==> src/core/pcs_regs.vh <==
`ifndef PCS_REGS_VH
`define PCS_REGS_VH

// register indices; byte address is four times the index
`define PCS_IDX_PCL        8'h06
`define PCS_IDX_SCC        8'h20
`define PCS_IDX_STAT       8'h21

// system clock control fields
`define PCS_SCC_RATE_BIT   0
`define PCS_SCC_RST        8'h01

// status fields
`define PCS_STAT_PC_LSB    0
`define PCS_STAT_PH_LSB    12
`define PCS_STAT_DUMMY_BIT 16

// program counter width, reset value and vectors
`define PCS_PC_W           12
`define PCS_PC_RST         12'h000
`define PCS_VEC_USB        12'h004
`define PCS_VEC_TMR        12'h00C

// clock rates and derived divider counts
`define PCS_CLK_HZ         125000000
`define PCS_SYS_HZ_FAST    12000000
`define PCS_SYS_HZ_SLOW    6000000
`define PCS_DIV_FAST       (`PCS_CLK_HZ / `PCS_SYS_HZ_FAST)
`define PCS_DIV_SLOW       (`PCS_CLK_HZ / `PCS_SYS_HZ_SLOW)
`define PCS_PHASES         4

// decoder operation codes
`define PCS_OP_NONE        3'h0
`define PCS_OP_JUMP        3'h1
`define PCS_OP_CALL        3'h2
`define PCS_OP_RET         3'h3
`define PCS_OP_RETI        3'h4
`define PCS_OP_SKIP        3'h5

// bus responses
`define PCS_RESP_OKAY      2'h0
`define PCS_RESP_SLVERR    2'h2

`endif

==> src/core/pcs_phase_gen.v <==
`timescale 1ns/1ps
`include "pcs_regs.vh"

module pcs_phase_gen (
   input  wire       aclk,
   input  wire       aresetn,
   input  wire       rate_fast,
   output reg  [3:0] phase_ff,
   output reg  [1:0] phase_idx_ff,
   output reg        cyc_end_ff
);

   // counts are worked out at full width, then cut to the counter width on purpose
   localparam integer DIV_FAST_N = `PCS_DIV_FAST;
   localparam integer DIV_SLOW_N = `PCS_DIV_SLOW;
   localparam integer LAST_PH_N  = `PCS_PHASES - 1;
   localparam [4:0]   DIV_FAST   = DIV_FAST_N[4:0];
   localparam [4:0]   DIV_SLOW   = DIV_SLOW_N[4:0];
   localparam [1:0]   LAST_PH    = LAST_PH_N[1:0];

   reg  [4:0] div_cnt_ff;
   wire [4:0] div_top;
   wire       sys_tick;

   // divider limit follows the rate select; the period rounds down
   assign div_top  = rate_fast ? DIV_FAST - 5'h01 : DIV_SLOW - 5'h01;
   assign sys_tick = (div_cnt_ff >= div_top);

   // system clock tick, then four non-overlapping phases per cycle
   always @(posedge aclk) begin
      if (!aresetn) begin
         div_cnt_ff   <= 5'h00;
         phase_idx_ff <= 2'h0;
         phase_ff     <= 4'h1;
         cyc_end_ff   <= 1'b0;
      end else begin
         div_cnt_ff <= sys_tick ? 5'h00 : div_cnt_ff + 5'h01;
         cyc_end_ff <= sys_tick && (phase_idx_ff == LAST_PH);
         if (sys_tick) begin
            phase_idx_ff <= phase_idx_ff + 2'h1;
            phase_ff     <= {phase_ff[2:0], phase_ff[3]};
         end
      end
   end

endmodule

==> src/core/pcs_sequencer.v <==
// The implementer's own choice: register access over AXI4-Lite.
`timescale 1ns/1ps
`include "pcs_regs.vh"

module pcs_sequencer (
   input  wire        aclk,
   input  wire        aresetn,
   // axi4-lite slave
   input  wire [9:0]  s_axi_awaddr,
   input  wire        s_axi_awvalid,
   output reg         s_axi_awready,
   input  wire [31:0] s_axi_wdata,
   input  wire [3:0]  s_axi_wstrb,
   input  wire        s_axi_wvalid,
   output reg         s_axi_wready,
   output reg  [1:0]  s_axi_bresp,
   output reg         s_axi_bvalid,
   input  wire        s_axi_bready,
   input  wire [9:0]  s_axi_araddr,
   input  wire        s_axi_arvalid,
   output reg         s_axi_arready,
   output reg  [31:0] s_axi_rdata,
   output reg  [1:0]  s_axi_rresp,
   output reg         s_axi_rvalid,
   input  wire        s_axi_rready,
   // decoder side, same clock, held for the whole execute cycle
   input  wire [2:0]  exec_op,
   input  wire        skip_cond,
   input  wire [11:0] jump_target,
   input  wire [11:0] stack_top,
   // interrupt controller side
   input  wire        usb_int_req,
   input  wire        tmr_int_req,
   input  wire        stack_full,
   // program memory and stack side
   output reg  [11:0] fetch_addr_ff,
   output reg         fetch_stb_ff,
   output reg  [11:0] exec_addr_ff,
   output reg         exec_valid_ff,
   output reg  [11:0] push_addr_ff,
   output reg         push_stb_ff,
   output reg         pop_stb_ff,
   output reg         usb_ack_ff,
   output reg         tmr_ack_ff,
   output wire [3:0]  phase_ff
);

   localparam [7:0] IDX_PCL  = `PCS_IDX_PCL;
   localparam [7:0] IDX_SCC  = `PCS_IDX_SCC;
   localparam [7:0] IDX_STAT = `PCS_IDX_STAT;

   reg  [11:0] pc_ff;
   reg  [11:0] nxt_pc;
   reg         dummy_ff;
   reg  [7:0]  scc_ff;
   reg  [7:0]  pcl_val_ff;
   reg         pcl_pend_ff;
   reg         aw_hold_ff;
   reg  [7:0]  aw_idx_ff;
   reg         w_hold_ff;
   reg  [31:0] w_data_ff;
   reg  [3:0]  w_strb_ff;
   reg         nxt_dummy;
   reg         nxt_push;
   reg         nxt_pop;
   reg         nxt_usb_ack;
   reg         nxt_tmr_ack;
   reg  [11:0] nxt_push_addr;

   wire [1:0]  phase_idx;
   wire        cyc_end;
   wire        do_write;
   wire        wr_hit;
   wire        op_live;
   wire        irq_ok;

   // byte address to register index; low two bits are ignored
   function [7:0] addr_idx;
      input [9:0] addr;
      begin
         addr_idx = addr[9:2];
      end
   endfunction

   // one step through the program space, wrapping past the top word
   function [11:0] pc_step;
      input [11:0] pc;
      begin
         pc_step = pc + 12'h001;
      end
   endfunction

   function mapped;
      input [7:0] idx;
      begin
         mapped = (idx == IDX_PCL) || (idx == IDX_SCC) || (idx == IDX_STAT);
      end
   endfunction

   pcs_phase_gen u_phase (
      .aclk         (aclk),
      .aresetn      (aresetn),
      .rate_fast    (scc_ff[`PCS_SCC_RATE_BIT]),
      .phase_ff     (phase_ff),
      .phase_idx_ff (phase_idx),
      .cyc_end_ff   (cyc_end)
   );

   // write completes once both address and data are held
   assign do_write = aw_hold_ff && w_hold_ff && !s_axi_bvalid;
   assign wr_hit   = mapped(aw_idx_ff);
   // a dummy cycle executes nothing, so its op is not honoured
   assign op_live  = !dummy_ff && (exec_op != `PCS_OP_NONE);
   assign irq_ok   = !stack_full && !dummy_ff && !op_live && !pcl_pend_ff;

   // write address and data channels, taken in either order
   always @(posedge aclk) begin
      if (!aresetn) begin
         aw_hold_ff    <= 1'b0;
         w_hold_ff     <= 1'b0;
         aw_idx_ff     <= 8'h00;
         w_data_ff     <= 32'h00000000;
         w_strb_ff     <= 4'h0;
         s_axi_awready <= 1'b0;
         s_axi_wready  <= 1'b0;
         s_axi_bvalid  <= 1'b0;
         s_axi_bresp   <= `PCS_RESP_OKAY;
      end else begin
         s_axi_awready <= !aw_hold_ff && !s_axi_awready && s_axi_awvalid;
         s_axi_wready  <= !w_hold_ff && !s_axi_wready && s_axi_wvalid;
         if (s_axi_awvalid && s_axi_awready) begin
            aw_hold_ff <= 1'b1;
            aw_idx_ff  <= addr_idx(s_axi_awaddr);
         end
         if (s_axi_wvalid && s_axi_wready) begin
            w_hold_ff <= 1'b1;
            w_data_ff <= s_axi_wdata;
            w_strb_ff <= s_axi_wstrb;
         end
         if (do_write) begin
            aw_hold_ff   <= 1'b0;
            w_hold_ff    <= 1'b0;
            s_axi_bvalid <= 1'b1;
            s_axi_bresp  <= wr_hit ? `PCS_RESP_OKAY : `PCS_RESP_SLVERR;
         end else if (s_axi_bvalid && s_axi_bready) begin
            s_axi_bvalid <= 1'b0;
         end
      end
   end

   // software registers; a low-byte write waits for the cycle boundary
   always @(posedge aclk) begin
      if (!aresetn) begin
         scc_ff      <= `PCS_SCC_RST;
         pcl_val_ff  <= 8'h00;
         pcl_pend_ff <= 1'b0;
      end else begin
         if (do_write && (aw_idx_ff == IDX_SCC) && w_strb_ff[0])
            scc_ff <= w_data_ff[7:0];
         if (do_write && (aw_idx_ff == IDX_PCL) && w_strb_ff[0]) begin
            pcl_val_ff  <= w_data_ff[7:0];
            pcl_pend_ff <= 1'b1;
         // held over a boundary taken by a live op, so the short jump is not lost
         end else if (cyc_end && !op_live) begin
            pcl_pend_ff <= 1'b0;
         end
      end
   end

   // read channel: one-cycle accept, data registered the next cycle
   always @(posedge aclk) begin
      if (!aresetn) begin
         s_axi_arready <= 1'b0;
         s_axi_rvalid  <= 1'b0;
         s_axi_rdata   <= 32'h00000000;
         s_axi_rresp   <= `PCS_RESP_OKAY;
      end else begin
         s_axi_arready <= !s_axi_arready && !s_axi_rvalid && s_axi_arvalid;
         if (s_axi_arvalid && s_axi_arready) begin
            s_axi_rvalid <= 1'b1;
            s_axi_rresp  <= mapped(addr_idx(s_axi_araddr)) ? `PCS_RESP_OKAY
                                                          : `PCS_RESP_SLVERR;
            case (addr_idx(s_axi_araddr))
               IDX_PCL:  s_axi_rdata <= {24'h000000, pc_ff[7:0]};
               IDX_SCC:  s_axi_rdata <= {24'h000000, scc_ff};
               IDX_STAT: s_axi_rdata <= {15'h0000, dummy_ff, 2'h0, phase_idx,
                                         pc_ff};
               default:  s_axi_rdata <= 32'h00000000;
            endcase
         end else if (s_axi_rvalid && s_axi_rready) begin
            s_axi_rvalid <= 1'b0;
         end
      end
   end

   // next counter at the cycle boundary; transfers outrank the low-byte
   // write, which outranks interrupts, so no accepted event is dropped
   always @* begin
      nxt_pc        = pc_step(pc_ff);
      nxt_dummy     = 1'b0;
      nxt_push      = 1'b0;
      nxt_pop       = 1'b0;
      nxt_usb_ack   = 1'b0;
      nxt_tmr_ack   = 1'b0;
      nxt_push_addr = pc_ff;
      if (op_live) begin
         case (exec_op)
            `PCS_OP_JUMP: begin
               nxt_pc    = jump_target;
               nxt_dummy = 1'b1;
            end
            `PCS_OP_CALL: begin
               nxt_pc    = jump_target;
               nxt_dummy = 1'b1;
               nxt_push  = 1'b1;
            end
            `PCS_OP_RET, `PCS_OP_RETI: begin
               nxt_pc    = stack_top;
               nxt_dummy = 1'b1;
               nxt_pop   = 1'b1;
            end
            `PCS_OP_SKIP: begin
               // fetch already sits at skip+1, so stepping lands on skip+2
               nxt_dummy = skip_cond;
            end
            default: begin
               nxt_dummy = 1'b0;
            end
         endcase
      end else if (pcl_pend_ff) begin
         nxt_pc    = {pc_ff[11:8], pcl_val_ff};
         nxt_dummy = 1'b1;
      end else if (irq_ok && usb_int_req) begin
         nxt_pc      = `PCS_VEC_USB;
         nxt_dummy   = 1'b1;
         nxt_push    = 1'b1;
         nxt_usb_ack = 1'b1;
      end else if (irq_ok && tmr_int_req) begin
         nxt_pc      = `PCS_VEC_TMR;
         nxt_dummy   = 1'b1;
         nxt_push    = 1'b1;
         nxt_tmr_ack = 1'b1;
      end
   end

   // fetch/execute pipeline; the fetched word executes one cycle later
   always @(posedge aclk) begin
      if (!aresetn) begin
         pc_ff         <= `PCS_PC_RST;
         dummy_ff      <= 1'b1;
         fetch_addr_ff <= `PCS_PC_RST;
         fetch_stb_ff  <= 1'b0;
         exec_addr_ff  <= `PCS_PC_RST;
         exec_valid_ff <= 1'b0;
         push_addr_ff  <= `PCS_PC_RST;
         push_stb_ff   <= 1'b0;
         pop_stb_ff    <= 1'b0;
         usb_ack_ff    <= 1'b0;
         tmr_ack_ff    <= 1'b0;
      end else begin
         fetch_stb_ff <= cyc_end;
         push_stb_ff  <= cyc_end && nxt_push;
         pop_stb_ff   <= cyc_end && nxt_pop;
         usb_ack_ff   <= cyc_end && nxt_usb_ack;
         tmr_ack_ff   <= cyc_end && nxt_tmr_ack;
         if (cyc_end) begin
            exec_addr_ff  <= pc_ff;
            exec_valid_ff <= !nxt_dummy;
            dummy_ff      <= nxt_dummy;
            pc_ff         <= nxt_pc;
            fetch_addr_ff <= nxt_pc;
            push_addr_ff  <= nxt_push_addr;
         end
      end
   end

endmodule

==> config.mk <==
export PLATFORM = sky130hd
export DESIGN_NAME = pcs_sequencer
export DESIGN_NICKNAME = d
export VERILOG_FILES = /design/src/core/pcs_phase_gen.v /design/src/core/pcs_sequencer.v
export VERILOG_INCLUDE_DIRS = /design/src /design/src/core
export SDC_FILE = /design/constraint.sdc
export NUM_CORES = 1
export LEC_CHECK = 0
export BUFFER_PORTS_ARGS = -buffer_cell sky130_fd_sc_hd__buf_2
export CORE_MARGIN = 3
export CORE_UTILIZATION = 25
export CTS_CLUSTER_DIAMETER = 60
export DETAILED_ROUTE_END_ITERATION = 8
export GPL_TIMING_DRIVEN = 0
export MAX_ROUTING_LAYER = met4
export SYNTH_ARGS = -nofsm -noshare
export SYNTH_HDL_FRONTEND = slang
export SYNTH_SLANG_ARGS = --single-unit
export TNS_END_PERCENT = 5
==> constraint.sdc <==
create_clock -name aclk -period 1.9 [get_ports aclk]
set_input_delay 0.095 -clock aclk [delete_from_list [all_inputs] [get_ports aclk]]
set_output_delay 0.095 -clock aclk [all_outputs]
set_load 0.02 [all_outputs]
==> results_dict.tcl, run 1 <==
set metrics [dict create \
    die_area_um2 21000 \
    drv_cap 0 \
    drt_wl_total_um 14900 \
    fin_crit_sh_pct 96.4 \
    ys_ff_latch 101 \
    grt_start_max_net_pins 17 \
    r2r_end "fetch_addr_ff[8]" \
    rows 50 \
    synth-edff-count 0 \
    layout_commonest_cell "buf_2" \
    grtUsageTotal_pct 14.2 \
    start_kind "input port" \
    powerDensity_nw_per_um2 693 \
    period_minus_slack_ns 1.83 \
    synth_warnings 0 \
    cts_buffer_depth 2 \
    cts_made_buffers 9 \
    first_pass_iters 7 \
    pin_count 181 \
    r2r_slack_ns 0.09 \
    holdCritPathClass "input port to flip-flop" \
    avgSynthCellArea_um2 8.39 \
    layout_common_cells "buf_2, dfxtp_1, nand2_1" \
    slew_violations 0 \
    diodes 0 \
    clock_sinks 101 \
    gp_congestion 0.889 \
    synthCells 575 \
    reg2reg_depth 6 \
    cpPeakStageDelay_ns 0.54 \
    status "finished clean" \
    dp_hpwl_um 11200 \
    seq_area_frac_synth_pct 41.9 \
    ir_drop_v 0.000493 \
    syn-cell-area_um2 4820 \
    relSlewSlack_pct 49.4 \
    htreeDepth 3 \
    skew_ns 0.00848 \
    critPathMaxFanout 3 \
    startpoint "usb_int_req" \
    p_leak_nw 2.78 \
    drc_errors 0 \
    holdWs_ns 0.0112 \
    path_cells "dlygate4sd3_1, buf_2, or2_2, nor3b_1, or3_1, a31oi_1, o21ai_0" \
    io_buffers 128 \
    setup_viol 0 \
    dpl_cell_area_um2 5860 \
    setup_tns_ns 0 \
    endpoint "dummy_ff" \
    hold_violations 0 \
    cts-root-buf "clkbuf_16" \
    dr.first_iter.drc_count 323 \
    final_area_um2 6340 \
    vias 4561 \
    viasPerCell 4.51 \
    dieHeight_um 145 \
    critical_path_class "input port to flip-flop" \
    first_global_vias 4151 \
    path_clk_slew_ns 0.07 \
    grt-ovfl-total 0 \
    whs_path_depth 3 \
    cts_tree "yes" \
    clock_latency_ns 0.35 \
    grt_pass1_wl_um 23200 \
    antenna_left 0 \
    grt_antenna_before_repair 0 \
    timing.rr.start "dummy_ff" \
    die_w_um 145 \
    clock.fmax_mhz 546 \
    floorplan.initialDensity_pct 25.6 \
    critPathCaptureType "flip-flop" \
    rsz0062_at_grt "false" \
    required_ns 2.13 \
    avgRoutedWirePerCell_um 14.7 \
    ys_types 61 \
    coreArea_um2 18800 \
    worstMarginPinSlew_ns 0.759 \
    drive_above_1_share_pct 28.0 \
    cp_slowest_cell "dlygate4sd3_1" \
    worstPathArrival_ns 2.06 \
    synth_ff_type "dfxtp_1" \
    num-nets-final 848 \
    async_flop_share_pct 0 \
    syn_to_final_growth_pct 31.5 \
]
[synth_stat cells (3+ instances only)]
master	count	area, µm²
o22ai_1	3	18.8
and3_1	4	25.0
nor2b_1	3	18.8
xnor2_1	4	35.0
buf_1	3	11.3
and2_1	3	18.8
dfxtp_1	101	2020
nor3b_1	3	22.5
o21ai_1	11	55.1
buf_2	7	35.0
a22oi_1	21	158
nor3_1	7	35.0
nor2_1	60	225
ha_1	6	75.1
a31oi_1	4	25.0
a21oi_1	41	205
o21ai_0	23	115
nand2b_1	4	25.0
clkbuf_1	18	67.6
nand3_1	27	135
nand2_1	84	315
buf_4	33	248
xor2_1	5	43.8
mux2i_1	32	320
a211o_1	5	43.8
a32oi_1	5	43.8
o211ai_1	5	37.5
inv_1	9	33.8
[layout make-up]
cell class              instances  area (µm²)
fillers                      1966       12500
multi-input cells             420        2480
flip-flops and latches        101        2030
repair buffers                145         811
plain buffers                  61         383
well taps                     260         325
clock buffers                   9         225
clock inverters                 5        60.1
inverters                      10        37.5
[worst max-delay path: cells and delay by family]
family | cells | cell delay, ns
simple gates | 3 | 0.86
buf+inv | 2 | 0.67
compound gates | 2 | 0.44
[per-stage QoR]
step,worst slack [ns],instances,utilization [%],power [W]
finish,0.0676,1011,33.7,0.00440
global route,0.00153,1011,33.7,0.00459
CTS,0.0135,1012,33.6,0.00446
detailed placement,-0.134,981,31.1,0.00258
global placement,-0.120,981,31.1,0.00258
floorplan,0.174,593,-,0.00244
[flip-flops by register name, summed over array words and instances (netlist names), 2 cells and up]
| signal | count |
|---|---|
| aw_idx_ff | 8 |
| fetch_addr_ff | 12 |
| pcl_val_ff | 8 |
| push_addr_ff | 12 |
| s_axi_rdata | 15 |
| scc_ff | 8 |
| u_phase.div_cnt_ff | 5 |
| u_phase.phase_ff | 4 |
| u_phase.phase_idx_ff | 2 |
| w_data_ff | 8 |
[report_power, final]
group / switching, W / total [W] / internal [W]
Clock: 0.000820 / 0.00183 / 0.00101
Combinational: 0.000231 / 0.000400 / 0.000169
Sequential: 0.0000214 / 0.00216 / 0.00214
Total: 0.00107 / 0.00440 / 0.00332
[logic make-up after synthesis]
group | Yosys count | synth area share, %
buffers and inverters | 72 | 8.51
AOI/OAI and AO/OA | 134 | 17.7
xor gates and xnor gates | 10 | 1.97
other | 1 | 0.0777
adders and majority gates | 6 | 1.56
muxes | 32 | 6.64
DFF | 101 | 41.9
and+or+nand+nor | 219 | 21.6
[layer usage]
| metal | GRT usage, % | share of wire, % | vias up |
|---|---|---|---|
| met5 | - | 0 | - |
| met4 | 3.90 | 1.4 | 0 |
| met3 | 4.18 | 7.4 | 15 |
| met2 | 22.2 | 45 | 164 |
| met1 | 18.0 | 46 | 2060 |
| li1 | - | - | 2322 |
[timing repair]
item,in CTS,in global routing
hold endpoints to repair,17,0
hold buffers,17,0
resized for setup,4,14
pin swaps,0,3
setup endpoints to repair,9,21
setup buffers,0,0
[worst min-delay path by stage]
stage | slack (ns) | start | to
final | 0.01 | s_axi_wdata[0] | w_data_ff[0]
after CTS | 0.0003 | s_axi_wdata[4] | w_data_ff[4]
after global placement | 0.34 | s_axi_wvalid | s_axi_wready
after global routing | 0.02 | tmr_int_req | tmr_ack_ff
after detailed placement | 0.34 | s_axi_wvalid | s_axi_wready
after floorplan | 0.21 | s_axi_arvalid | s_axi_arready
Note: power is estimated with default switching activity, not from simulation.
==> inputs of run 2 (changes only) <==
--- a/config.mk
+++ b/config.mk
@@ -7,12 +7,15 @@
 export NUM_CORES = 1
 export LEC_CHECK = 0
 export BUFFER_PORTS_ARGS = -buffer_cell sky130_fd_sc_hd__buf_2
+export CELL_PAD_IN_SITES_DETAIL_PLACEMENT = 0
+export CELL_PAD_IN_SITES_GLOBAL_PLACEMENT = 2
 export CORE_MARGIN = 3
 export CORE_UTILIZATION = 25
 export CTS_CLUSTER_DIAMETER = 60
 export DETAILED_ROUTE_END_ITERATION = 8
 export GPL_TIMING_DRIVEN = 0
 export MAX_ROUTING_LAYER = met4
+export PLACE_DENSITY_LB_ADDON = 0.1
 export SYNTH_ARGS = -nofsm -noshare
 export SYNTH_HDL_FRONTEND = slang
 export SYNTH_SLANG_ARGS = --single-unit
==> run 2 against run 1 <==
Net effect:
- register-to-register slack about the same
- die area stayed put
- global-route usage is 1.1 points higher
- final area is 0.43% higher
- highest routed layer unchanged
==> results_dict.tcl, run 2 (synthesis results as in run 1) <==
set metrics [dict create \
    status "finished clean" \
    layout_common_cells "buf_2, dfxtp_1, nand2_1" \
    dp.cells 981 \
    path_clk_slew_ns 0.07 \
    syn_to_final_growth_pct 32.1 \
    first_pass_iters 5 \
    final_area_um2 6370 \
    viasPerCell 4.51 \
    period_minus_slack_ns 1.81 \
    dr.first_iter.drc_count 254 \
    required_ns 2.18 \
    floorplan.initialDensity_pct 25.6 \
    dp_hpwl_um 12300 \
    first_global_vias 4558 \
    diodes 0 \
    cts_buffer_depth 2 \
    die_area_um2 21000 \
    critical_path_class "flip-flop to flip-flop" \
    cts_made_buffers 9 \
    skew_ns 0.00801 \
    drive_above_1_share_pct 28.1 \
    slew_violations 0 \
    reg2reg_depth 7 \
    clock_sinks 101 \
    stdcell_count 1011 \
    critPathCaptureType "flip-flop" \
    htreeDepth 3 \
    setup_viol 0 \
    clock.fmax_mhz 552 \
    relSlewSlack_pct 45.8 \
    regMostFlops "s_axi_rdata" \
    drv_cap 0 \
    cpPeakStageDelay_ns 0.36 \
    largest_reg_flops 15 \
    hold_violations 0 \
    dpl_cell_area_um2 5860 \
    p_leak_nw 2.78 \
    path_cells "ha_1, a211o_1, a21o_1, a21oi_4, buf_6, nand2_1, nor2_1" \
    pin_count 181 \
    vias 4560 \
    cts-root-buf "clkbuf_16" \
    worstMarginPinSlew_ns 0.813 \
    dieHeight_um 145 \
    fin_crit_sh_pct 95.4 \
    grtUsageTotal_pct 15.3 \
    grt-ovfl-total 0 \
    antenna_left 0 \
    grt_pass1_wl_um 25200 \
    grt_start_max_net_pins 16 \
    num-nets-final 847 \
    start_kind "flip-flop" \
    worstPathArrival_ns 2.09 \
    whs_path_depth 3 \
    holdCritPathClass "input port to flip-flop" \
    coreArea_um2 18800 \
    cts_tree "yes" \
    gp_congestion 0.789 \
    final_util_pct 33.8 \
    rsz0062_at_grt "true" \
    avgRoutedWirePerCell_um 15.7 \
    cp_slowest_cell "dfxtp_4" \
    io_buffers 128 \
    drt_wl_total_um 15900 \
    die_w_um 145 \
    drc_errors 0 \
    top_regs "s_axi_rdata: 15 flops, fetch_addr_ff: 12 flops, push_addr_ff: 12 flops" \
    rows 50 \
    ir_drop_v 0.000387 \
    grt_antenna_before_repair 0 \
    critPathMaxFanout 10 \
    layout_commonest_cell "buf_2" \
    clock_latency_ns 0.35 \
    powerDensity_nw_per_um2 714 \
]
-- run 2: changes by cell type in the layout (fill, tap and decap cells not counted), sizes merged --
cell and change:
inv -3, clkbuf +1, buf +3, clkinvlp +1, dlygate4sd3 -3, bufinv +1
-- run 2: final cells by class --
| cell class | count | area (µm²) |
|---|---|---|
| Sequential cell | 101 | 2030 |
| Tap cell | 260 | 325 |
| Clock buffer | 11 | 243 |
| Multi-Input combinational cell | 420 | 2480 |
| Timing Repair Buffer | 144 | 796 |
| Fill cell | 2075 | 12500 |
| Clock inverter | 4 | 72.6 |
| Buffer | 61 | 383 |
| Inverter | 10 | 41.3 |
-- run 2: final timing paths --
| path | start | endpoint | slack [ns] |
|---|---|---|---|
| hold reg to reg | s_axi_rdata[0] | s_axi_rdata[0] | 0.46 |
| setup / recovery | scc_ff[0] | u_phase.div_cnt_ff[2] | 0.09 |
| hold / removal | s_axi_rready | s_axi_rvalid | 0.01 |
| setup reg to reg | scc_ff[0] | u_phase.div_cnt_ff[2] | 0.09 |
-- run 2: critical path, delay by kind of cell (launching register included) --
| kind | cells | cell delay [ns] |
|---|---|---|
| AO/OA/AOI/OAI | 3 | 0.69 |
| flip-flops | 1 | 0.36 |
| adder cells (fa/ha/maj) | 1 | 0.27 |
| AND/OR/NAND/NOR | 2 | 0.27 |
| buffers and inverters | 1 | 0.16 |
-- run 2: report_power, final --
group	total, W	switching [W]	leakage [nW]	internal [W]
logic	0.000397	0.000232	1.81	0.000165
registers	0.00216	0.0000214	0.816	0.00214
clock network	0.00199	0.000805	0.152	0.00118
total	0.00455	0.00106	2.78	0.00349
-- run 2: repair_timing --
| item | in CTS | in global routing |
|---|---|---|
| hold endpoints to repair | 14 | 0 |
| cloned | 0 | 0 |
| gates resized for setup | 8 | 11 |
| endpoints found under the setup margin | 15 | 21 |
| setup buffers | 0 | 2 |
| pin swaps | 0 | 2 |
| hold buffers | 14 | 0 |
-- run 2: through the flow --
step                      total power [W]  worst slack (ns)  TNS [ns]  hold slack, ns
after CTS                         0.00461           0.00134         0        0.000647
after global routing              0.00475           -0.0312   -0.0440          0.0109
after floorplan                   0.00244             0.174         0           0.213
final                             0.00455            0.0878         0          0.0107
after global placement            0.00258            -0.162     -1.35           0.340
after detailed placement          0.00259            -0.195     -3.06           0.348
-- run 2: routing by layer --
layer	routed length (µm)	part of all wire, %	GRT usage, %	up-vias
met5	0	0	-	-
met4	132	0.83	3.47	0
met3	681	4.3	3.15	9
met2	7610	48	25.0	109
met1	7490	47	19.7	2117
li1	-	-	-	2325
==> inputs of run 3 (changes only) <==
==> constraint.sdc (replaced) <==
create_clock -name aclk -period 1.6 [get_ports aclk]
set_input_delay 0.08 -clock aclk [delete_from_list [all_inputs] [get_ports aclk]]
set_output_delay 0.08 -clock aclk [all_outputs]
set_load 0.02 [all_outputs]
==> run 3 against run 2 <==
Net effect:
- utilization is 0.98 points higher
- highest routed layer unchanged
- non-clock buffer count rose by 14
- largest cell class unchanged
- power grew 14%
- die area stayed put
- fmax is 5.9% higher
- final cell count increased by 1.5%
- the flow now finishes with violations (setup timing)
==> results_dict.tcl, run 3 (synthesis results as in run 1) <==
set metrics [dict create \
    clock_sinks 101 \
    hold_start "usb_int_req" \
    grt_start_max_net_pins 17 \
    dieHeight_um 145 \
    timing.rr.start "u_phase.div_cnt_ff[1]" \
    worst_slack_ns -0.112 \
    ir_drop_v 0.000495 \
    period_minus_slack_ns 1.71 \
    drt_wl_total_um 16200 \
    diodes 0 \
    grt_antenna_before_repair 0 \
    hold_violations 0 \
    grt-ovfl-total 0 \
    skew_ns 0.00767 \
    start_kind "flip-flop" \
    p_leak_nw 2.84 \
    largest_reg_flops 15 \
    setup_tns_ns -0.953 \
    rows 50 \
    grtUsageTotal_pct 15.3 \
    relSlewSlack_pct 47.9 \
    antenna_left 0 \
    slew_violations 0 \
    die_area_um2 21000 \
    multiInputGateArea_um2 2540 \
    rsz0062_at_grt "true" \
    min_to "tmr_ack_ff" \
    drc_errors 0 \
    pre_cts_ws_ns -0.353 \
    worstMarginPinSlew_ns 0.781 \
    setup_viol 14 \
    violations "setup timing" \
    worstPathArrival_ns 1.93 \
    io_buffers 128 \
    holdWs_ns 0.0715 \
    powerDensity_nw_per_um2 789 \
    top_regs "s_axi_rdata: 15 flops, fetch_addr_ff: 12 flops, push_addr_ff: 12 flops" \
    drive_above_1_share_pct 29.8 \
    critical_path_class "flip-flop to flip-flop" \
    required_ns 1.82 \
    holdCritPathClass "input port to flip-flop" \
    syn_to_final_growth_pct 35.9 \
    die_w_um 145 \
    reg2reg_depth 7 \
    pin_count 181 \
    vias 4656 \
    cts_buffer_depth 2 \
    drv_cap 0 \
    r2r_slack_ns -0.11 \
    grt_pass1_wl_um 25100 \
    avgRoutedWirePerCell_um 15.8 \
    regMostFlops "s_axi_rdata" \
    dr.first_iter.drc_count 336 \
    status "finished, violations left" \
    whs_path_depth 3 \
    gp_congestion 0.783 \
    first_global_vias 4438 \
    critPathCaptureType "flip-flop" \
    viasPerCell 4.54 \
    register_area_um2 2040 \
    fin_crit_sh_pct 107 \
    cts-root-buf "clkbuf_16" \
    first_pass_iters 5 \
    dp_hpwl_um 12300 \
    num-nets-final 861 \
    clock.fmax_mhz 584 \
    cts_made_buffers 9 \
    r2r_end "u_phase.phase_idx_ff[0]" \
    final_area_um2 6560 \
    coreArea_um2 18800 \
    layout_common_cells "buf_2, dfxtp_1, nand2_1" \
    floorplan.initialDensity_pct 25.6 \
    cts_tree "yes" \
    final_util_pct 34.8 \
    path_clk_slew_ns 0.07 \
    htreeDepth 3 \
    fillCellCount 2000 \
    clock_latency_ns 0.35 \
    layout_commonest_cell "buf_2" \
    critPathMaxFanout 5 \
    dpl_cell_area_um2 5880 \
]
run 3: cell count changes in the layout (fill, tap and decap cells not counted), sizes merged:
cell / change
clkinvlp: +1
dlygate4sd3: +9
bufinv: -2
inv: +1
buf: +6
run 3: how the worst max path moves through the flow:
stage / end / startpoint / cells after the start
detailed placement: fetch_addr_ff[4] / dummy_ff / 6
CTS: u_phase.div_cnt_ff[3] / scc_ff[0] / 7
floorplan: fetch_addr_ff[11] / fetch_addr_ff[6] / 6
finish: u_phase.phase_idx_ff[0] / u_phase.div_cnt_ff[1] / 7
global route: u_phase.phase_idx_ff[0] / u_phase.div_cnt_ff[1] / 7
global placement: fetch_addr_ff[4] / dummy_ff / 6
run 3: critical path, stage by stage (launching register included):
cell,delay (ns)
dfxtp_4,0.35
ha_4,0.22
a211o_1,0.26
a21o_1,0.19
a21oi_4,0.24
buf_6,0.13
xor2_1,0.13
nor2_1,0.05
run 3: area by class of cell:
| cell class | count | share of cell area (%) |
|---|---|---|
| Tap cell | 260 | 4.96 |
| Clock inverter | 4 | 0.496 |
| Timing Repair Buffer | 158 | 14.1 |
| Clock buffer | 12 | 3.76 |
| Inverter | 10 | 0.630 |
| Buffer | 61 | 6.20 |
| Multi-Input combinational cell | 420 | 38.8 |
| Sequential cell | 101 | 31.1 |
run 3: layer usage:
layer	part of all wire (%)	track usage, %
met2	47	24.6
met4	0.98	3.85
met1	48	20.0
met5	0	-
met3	4.0	2.87
run 3: what timing repair did:
| item | 4_1_cts | 5_1_grt |
|---|---|---|
| hold buffers | 21 | 2 |
| endpoints found under the setup margin | 61 | 59 |
| gates cloned | 0 | 1 |
| setup buffers | 3 | 3 |
| pin swaps | 5 | 5 |
| endpoints found under the hold margin | 21 | 2 |
| resized for setup | 29 | 8 |
run 3: metrics by stage:
stage / instances / total power, W
floorplan: 593 / 0.00289
finish: 1026 / 0.00517
global route: 1026 / 0.00538
CTS: 1020 / 0.00524
detailed placement: 981 / 0.00307
global placement: 981 / 0.00307
run 3: power by group:
group	switching (W)	internal (W)
logic	0.000287	0.000219
registers	0.0000269	0.00254
clock network	0.000990	0.00111
total	0.00130	0.00387
